<file path="src/inc/ssx_pkg.sv">
// Purpose: shared constants for the swap, skip, table and xor execution block
// Assumes: 8-bit data path, 14-bit program words, 11-bit program address
// Notes: operation codes are issued by the decoder as a 4-bit enum
`default_nettype none
package ssx_pkg;
    localparam int DATA_W = 8;
    localparam int PROG_W = 14;
    localparam int PADDR_W = 11;
    localparam int HIGH_W = PROG_W - DATA_W;
    localparam int NIB_W = 4;
    localparam int BIT_SEL_W = 3;
    localparam logic [7:0] ZERO_BYTE = 8'h00;
    localparam logic [5:0] ZERO_HIGH = 6'h00;
    localparam logic [2:0] LAST_PAGE = 3'h7;

    typedef enum logic [3:0] {
        SSX_OP_NONE,
        SSX_OP_NIBSWAP,
        SSX_OP_SKIPZ,
        SSX_OP_COPYSKIP,
        SSX_OP_BITSKIP,
        SSX_OP_TABCUR,
        SSX_OP_TABLAST,
        SSX_OP_XORA,
        SSX_OP_XORMEM,
        SSX_OP_XORI
    } ssx_op_t;

    typedef enum {
        SSX_ST_RUN,
        SSX_ST_TABLE,
        SSX_ST_DUMMY
    } ssx_state_t;
endpackage : ssx_pkg
`default_nettype wire

</file>
<file path="src/rtl/ssx_exec.sv">
// Purpose: execution tail of an 8-bit core: swap, skips, table reads, xor
// Assumes: nothing of opValid while busy is high; an op offered outside the run state is ignored
// Notes: memory and accumulator writes are one-cycle strobes from flops
//
// Behaviour
// - swap to accumulator: acc low gets mem high, acc high gets mem low
// - byte zero test: zero byte drops prefetch, dummy cycle, two cycles total
// - copy and test: byte to accumulator, zero drops prefetch with dummy cycle
// - bit test: selected bit clear drops prefetch with dummy cycle
// - current page table read: low byte to memory, high part to latch
// - final page table read: low byte to memory, high part to latch
// - xor with memory into accumulator, updates zero flag only
// - xor into memory, updates zero flag only
// - xor with immediate into accumulator, updates zero flag only
`default_nettype none
module ssx_exec #(
    parameter int PAGE_W = 3
) (
    input wire logic clk_sys,
    input wire logic nrst,
    input wire logic opValid,
    input wire ssx_pkg::ssx_op_t opCode,
    input wire logic [7:0] memData,
    input wire logic [7:0] accData,
    input wire logic [7:0] immData,
    input wire logic [2:0] bitSel,
    input wire logic [7:0] tablePointer,
    input wire logic [10:0] progCounter,
    input wire logic [13:0] romData,
    output logic accWrite,
    output logic [7:0] accOut,
    output logic memWrite,
    output logic [7:0] memOut,
    output logic zeroWrite,
    output logic zeroOut,
    output logic [5:0] tableHighLatch,
    output logic romRead,
    output logic [10:0] romAddr,
    output logic flushPrefetch,
    output logic busy
);
    // refuse a page width that does not fill the program address
    if (PAGE_W + ssx_pkg::DATA_W != ssx_pkg::PADDR_W)
    begin : gPageCheck
        $error("page width does not fit program address");
    end

    // ----------------------------------------------------------------
    // decode
    // ----------------------------------------------------------------
    function automatic logic isZero(input logic [7:0] v);
        isZero = (v == ssx_pkg::ZERO_BYTE);
    endfunction : isZero

    ssx_pkg::ssx_state_t state_q, state_d;
    wire logic take = opValid && (state_q == ssx_pkg::SSX_ST_RUN);
    wire logic [7:0] swapped = {memData[3:0], memData[7:4]};
    wire logic [7:0] xorMem = accData ^ memData;
    wire logic [7:0] xorImm = accData ^ immData;
    wire logic isTable = (opCode == ssx_pkg::SSX_OP_TABCUR)
        || (opCode == ssx_pkg::SSX_OP_TABLAST);
    wire logic [2:0] pageSel = (opCode == ssx_pkg::SSX_OP_TABLAST)
        ? ssx_pkg::LAST_PAGE : progCounter[10:8];
    wire logic skipHit =
        ((opCode == ssx_pkg::SSX_OP_SKIPZ) && isZero(memData))
        || ((opCode == ssx_pkg::SSX_OP_COPYSKIP) && isZero(memData))
        || ((opCode == ssx_pkg::SSX_OP_BITSKIP) && !memData[bitSel]);

    // result selection for accumulator, memory and zero flag; skips other than copy write nothing
    logic accW;
    logic [7:0] accV;
    logic memW;
    logic [7:0] memV;
    logic zW;
    logic [7:0] zSrc;
    always_comb
    begin
        accW = 1'b0;
        accV = ssx_pkg::ZERO_BYTE;
        memW = 1'b0;
        memV = ssx_pkg::ZERO_BYTE;
        zW = 1'b0;
        zSrc = ssx_pkg::ZERO_BYTE;
        if (take)
        begin
            case (opCode)
                ssx_pkg::SSX_OP_NIBSWAP:
                begin
                    accW = 1'b1;
                    accV = swapped;
                end
                ssx_pkg::SSX_OP_COPYSKIP:
                begin
                    accW = 1'b1;
                    accV = memData;
                end
                ssx_pkg::SSX_OP_XORA:
                begin
                    accW = 1'b1;
                    accV = xorMem;
                    zW = 1'b1;
                    zSrc = xorMem;
                end
                ssx_pkg::SSX_OP_XORMEM:
                begin
                    memW = 1'b1;
                    memV = xorMem;
                    zW = 1'b1;
                    zSrc = xorMem;
                end
                ssx_pkg::SSX_OP_XORI:
                begin
                    accW = 1'b1;
                    accV = xorImm;
                    zW = 1'b1;
                    zSrc = xorImm;
                end
                default:
                begin
                    accW = 1'b0;
                end
            endcase
        end
        else if (state_q == ssx_pkg::SSX_ST_TABLE)
        begin
            memW = 1'b1;
            memV = romData[7:0];
        end
    end

    // ----------------------------------------------------------------
    // sequencer: table read waits one cycle for rom, skip adds dummy
    // ----------------------------------------------------------------
    always_comb
    begin
        state_d = ssx_pkg::SSX_ST_RUN;
        case (state_q)
            ssx_pkg::SSX_ST_RUN:
            begin
                if (take && isTable)
                begin
                    state_d = ssx_pkg::SSX_ST_TABLE;
                end
                else if (take && skipHit)
                begin
                    state_d = ssx_pkg::SSX_ST_DUMMY;
                end
            end
            default:
            begin
                state_d = ssx_pkg::SSX_ST_RUN;
            end
        endcase
    end

    // registered outputs
    always_ff @(posedge clk_sys or negedge nrst)
    begin
        if (!nrst)
        begin
            state_q <= ssx_pkg::SSX_ST_RUN;
            accWrite <= 1'b0;
            accOut <= ssx_pkg::ZERO_BYTE;
            memWrite <= 1'b0;
            memOut <= ssx_pkg::ZERO_BYTE;
            zeroWrite <= 1'b0;
            zeroOut <= 1'b0;
            tableHighLatch <= ssx_pkg::ZERO_HIGH;
            romRead <= 1'b0;
            romAddr <= 11'h000;
            flushPrefetch <= 1'b0;
            busy <= 1'b0;
        end
        else
        begin
            state_q <= state_d;
            accWrite <= accW;
            accOut <= accV;
            memWrite <= memW;
            memOut <= memV;
            zeroWrite <= zW;
            zeroOut <= isZero(zSrc);
            if (state_q == ssx_pkg::SSX_ST_TABLE)
            begin
                tableHighLatch <= romData[13:8];
            end
            romRead <= take && isTable;
            romAddr <= (take && isTable) ? {pageSel, tablePointer} : romAddr;
            flushPrefetch <= take && skipHit && !isTable;
            busy <= (state_d != ssx_pkg::SSX_ST_RUN);
        end
    end

    // ----------------------------------------------------------------
    // checks
    // ----------------------------------------------------------------
    swap_nibble_a: assert property (@(posedge clk_sys) disable iff (!nrst)
        take && opCode == ssx_pkg::SSX_OP_NIBSWAP |=> accWrite && !memWrite
        && accOut == {$past(memData[3:0]), $past(memData[7:4])})
        else $error("swap result wrong");
    skip_byte_a: assert property (@(posedge clk_sys) disable iff (!nrst)
        take && opCode == ssx_pkg::SSX_OP_SKIPZ |=>
        flushPrefetch == ($past(memData) == 8'h00) && !accWrite && !memWrite)
        else $error("byte skip wrong");
    copy_skip_a: assert property (@(posedge clk_sys) disable iff (!nrst)
        take && opCode == ssx_pkg::SSX_OP_COPYSKIP |=> accOut == $past(memData)
        && accWrite && flushPrefetch == ($past(memData) == 8'h00))
        else $error("copy skip wrong");
    bit_skip_a: assert property (@(posedge clk_sys) disable iff (!nrst)
        take && opCode == ssx_pkg::SSX_OP_BITSKIP && !memData[bitSel]
        |=> flushPrefetch && busy ##1 !busy)
        else $error("bit skip wrong");
    table_cur_a: assert property (@(posedge clk_sys) disable iff (!nrst)
        take && opCode == ssx_pkg::SSX_OP_TABCUR |=> romRead
        && romAddr == {$past(progCounter[10:8]), $past(tablePointer)}
        ##1 memWrite && memOut == $past(romData[7:0]) && tableHighLatch == $past(romData[13:8]))
        else $error("current page table read wrong");
    table_last_a: assert property (@(posedge clk_sys) disable iff (!nrst)
        take && opCode == ssx_pkg::SSX_OP_TABLAST |=> romRead
        && romAddr == {3'h7, $past(tablePointer)} ##1 memWrite && !zeroWrite)
        else $error("final page table read wrong");
    xor_acc_a: assert property (@(posedge clk_sys) disable iff (!nrst)
        take && opCode == ssx_pkg::SSX_OP_XORA |=> accWrite && zeroWrite
        && accOut == ($past(accData) ^ $past(memData)))
        else $error("xor to acc wrong");
    xor_mem_a: assert property (@(posedge clk_sys) disable iff (!nrst)
        take && opCode == ssx_pkg::SSX_OP_XORMEM |=> memWrite && !accWrite
        && memOut == ($past(accData) ^ $past(memData)))
        else $error("xor to memory wrong");
    xor_imm_a: assert property (@(posedge clk_sys) disable iff (!nrst)
        take && opCode == ssx_pkg::SSX_OP_XORI |=> accWrite
        && accOut == ($past(accData) ^ $past(immData)))
        else $error("xor immediate wrong");
    zero_flag_a: assert property (@(posedge clk_sys) disable iff (!nrst)
        zeroWrite |-> zeroOut == ((accWrite ? accOut : memOut) == 8'h00))
        else $error("zero flag wrong");
    single_cycle_a: assert property (@(posedge clk_sys) disable iff (!nrst)
        take && !isTable && !skipHit |=> !busy)
        else $error("non-skip took extra cycle");
endmodule : ssx_exec
`default_nettype wire

</file>
<file path="config.mk">
export PLATFORM = sky130hd
export DESIGN_NAME = ssx_exec
export DESIGN_NICKNAME = d
export VERILOG_FILES = /design/src/inc/ssx_pkg.sv /design/src/rtl/ssx_exec.sv
export SDC_FILE = /design/constraint.sdc
export NUM_CORES = 1
export LEC_CHECK = 0
export BUFFER_PORTS_ARGS = -buffer_cell sky130_fd_sc_hd__buf_2
export CAP_MARGIN = 10
export CORE_MARGIN = 2
export CORE_UTILIZATION = 30
export DETAILED_ROUTE_END_ITERATION = 8
export GPL_ROUTABILITY_DRIVEN = 0
export SLEW_MARGIN = 40
export SYNTH_ARGS = -nofsm -noshare
export SYNTH_HDL_FRONTEND = slang
export SYNTH_SLANG_ARGS = --single-unit
</file>
<file path="constraint.sdc">
create_clock -name clk_sys -period 2.1 [get_ports clk_sys]
set_input_delay 0.105 -clock clk_sys [delete_from_list [all_inputs] [get_ports clk_sys]]
set_output_delay 0.105 -clock clk_sys [all_outputs]
set_load 0.05 [all_outputs]
</file>
==> results.md <==
- Gr usage total: 14.78%
- DR vias: just under 2000
- Starting Density: between 30% and 40%
- Detailed placer's ending HPWL: about 4300 um
- Synth warnings: 0
- Area leader, netlist: dfrtp_1
- Routed length per instance: 14.13 um
- Data arrival, critical path: roughly 1900 ps
- CP Max Fanout: 16
- Initial antenna violation count: 0
- CP peak stage delay: around 440 ps
- DR DRC count: 0
- Unrepaired setup endpoints after global routing: false
- Skew-Pair Late Insertion Delay: 300 ps
- Syn Area/Cell: ~11 um^2
- Critical Path, Cell by Cell: nor3b_2, nand3_2, mux2_2
- Crit path launch type: register
- Reg2reg path depth: 3
- Slowest-stage cell, CP: nor3b_2
- Height of the die: between 80 and 90 um
- Area contributors post-synth: dfrtp_1, mux2_2, xnor2_1, o21ai_0, nand2_1
- PD cells: 791.1 nW/um^2
- Initial DRC count: ~120
- Status: completed
- #FFs+latches synth: 42
- Min-Delay Path Class: input port to register
- Skew final: between 5 and 6 ps
- CTS tree: built
- Required @ worst endpoint: 2290 ps
- Setup TNS: 0 ps
- GRT overflow: 0
- EDFF count, synth: 0
- Area growth from synthesis to final layout: 31.11%
- Port bufs: 98
- Fin crit share: a little over four fifths
- # Post-CTS Setup Buffers: 0
- Vias in the first global route: ~1800
- Antenna-violating nets left: 0
- # rows: 31
- Die width: around 89 um
- Clk sink count: 42
- Ports: around 110
- Asr flop ratio synth: between 90% and 100%
- Yosys top cell area share: between 40% and 50%
- Final WL: between 5000 and 6000 um
- Nets: between 300 and 400
- Achievable Freq: 570.9 MHz
- Crit path time final: between 1500 and 2000 ps
- CTS Buf Count: 5
- Router iterations before antenna repair: 4
- Post-layout util: roughly two fifths
- Leakage Power: 1.392 nW
- Core area: 7137 um^2
- Slew margin rel.: roughly 44%
- Final hold violations: 0
- Commonest non-fill, non-tap cell in the layout: buf_2
- Total Die Area: slightly below 8000 um^2
- Clock Path Buffers: 2
- Critical path endpoint category: register
- Library cells used by synthesis: 42
- Share of cells above drive strength 1: between 40% and 50%
- Worst-margin pin slew: around 840 ps
- Clk pin slew, worst setup/hold paths: about 90 ps
- Post-cts hold buffer count: 2
- Root buf cell: clkbuf_8
- Synth Instances: roughly 210
- CTS resizes: 0
- Critical path type: register to register
- # diodes: 0
- H-tree levels: 2
- First-pass GRT wire length: around 9000 um
- Sequential-to-total area share from yosys stat: between 40% and 50%
- Max-cap viol count: 0
- Commonest non-fill, non-tap cells in the layout: buf_2, dfrtp_1, nand2_1
- Vias/cell: about 4.8
- Top_reg_cell synth: dfrtp_1
- # setup viols final: 0
- Largest net degree at the start of global routing: between 40 and 50
- Hold Path Cell Cnt: 3
- Cell Area, Synth: about 2200 um^2
- Slew Limit Fails: 0
- Syn nets: roughly 270
- Largest vdd supply drop: 0.3390 mV
[logic make-up after synthesis]
logic type	synth area share, %
simple gates	14.84
flops	48.30
mux	10.01
buf+inv	5.003
xor+xnor	6.843
compound gates	15.01
[through the flow]
stage	setup WS, ps	hold slack (ps)	total power [mW]	cells	cell area (um^2)
5_1_grt	170.3	12.58	2.370	403	2853
2_1_floorplan	618.7	-190.6	1.496	205	2176
4_1_cts	303.2	1.268	2.288	403	2853
6_report	348.4	4.982	2.257	403	2853
3_3_place_gp	369.8	301.5	1.709	393	2738
3_5_place_dp	331.4	130.8	1.727	393	2740
[report_power, final]
part	internal, mW	switching, mW
Clock	0.238	0.314
Sequential	0.905	0.0389
Combinational	0.222	0.539
[critical path: cells and delay by family, from the launching register on]
kind | cells | cell delay [ps]
muxes | 1 | 400
DFF | 1 | 390
and+or+nand+nor | 2 | 850
[layout make-up]
cell class	instances	area (um^2)
Sequential cell	42	1051
Clock buffer	5	68.82
Tap cell	99	123.9
Inverter	11	41.29
Clock inverter	3	23.77
Fill cell	771	4284
Multi-Input combinational cell	141	1016
Timing Repair Buffer	102	528.0
[synth_stat cells (2+ instances only)]
master	number
inv_1	11
a32oi_1	4
o41ai_1	2
nand2_1	23
mux2_2	15
buf_6	2
o21ai_0	20
o32a_1	3
dfrtp_1	42
xnor2_1	16
nor2_1	12
clkbuf_1	2
nand4_1	5
a31oi_1	7
nor2b_1	3
o22ai_1	5
a21o_1	2
buf_2	6
a22oi_1	2
[flip-flops by register name (all words and copies together) (netlist names)]
name and count:
accWrite 1, flushPrefetch 1, accOut 8, state_q 2
memOut 8, romRead 1, busy 1, zeroWrite 1
memWrite 1, zeroOut 1, tableHighLatch 6, romAddr 11
[worst paths after layout]
check,startpoint,end,slack (ps)
hold / removal,romData[2],memOut[2],5
hold reg to reg,romAddr[10],romAddr[10],490
setup reg to reg,state_q[0],romAddr[2],350
setup / recovery,state_q[0],romAddr[2],350
max in group asynchronous,nrst,accOut[0],1400
min in group asynchronous,nrst,accOut[3],300
[metal layers]
layer  track usage [%]  routed length, um  vias to the layer above
met5                 0                  0                        -
li1                  -                  -                      930
met4             5.020                100                        0
met1             18.31               2402                      919
met3             4.894                476                       11
met2             24.24               2716                       88
(Power assumes the default switching activity.)
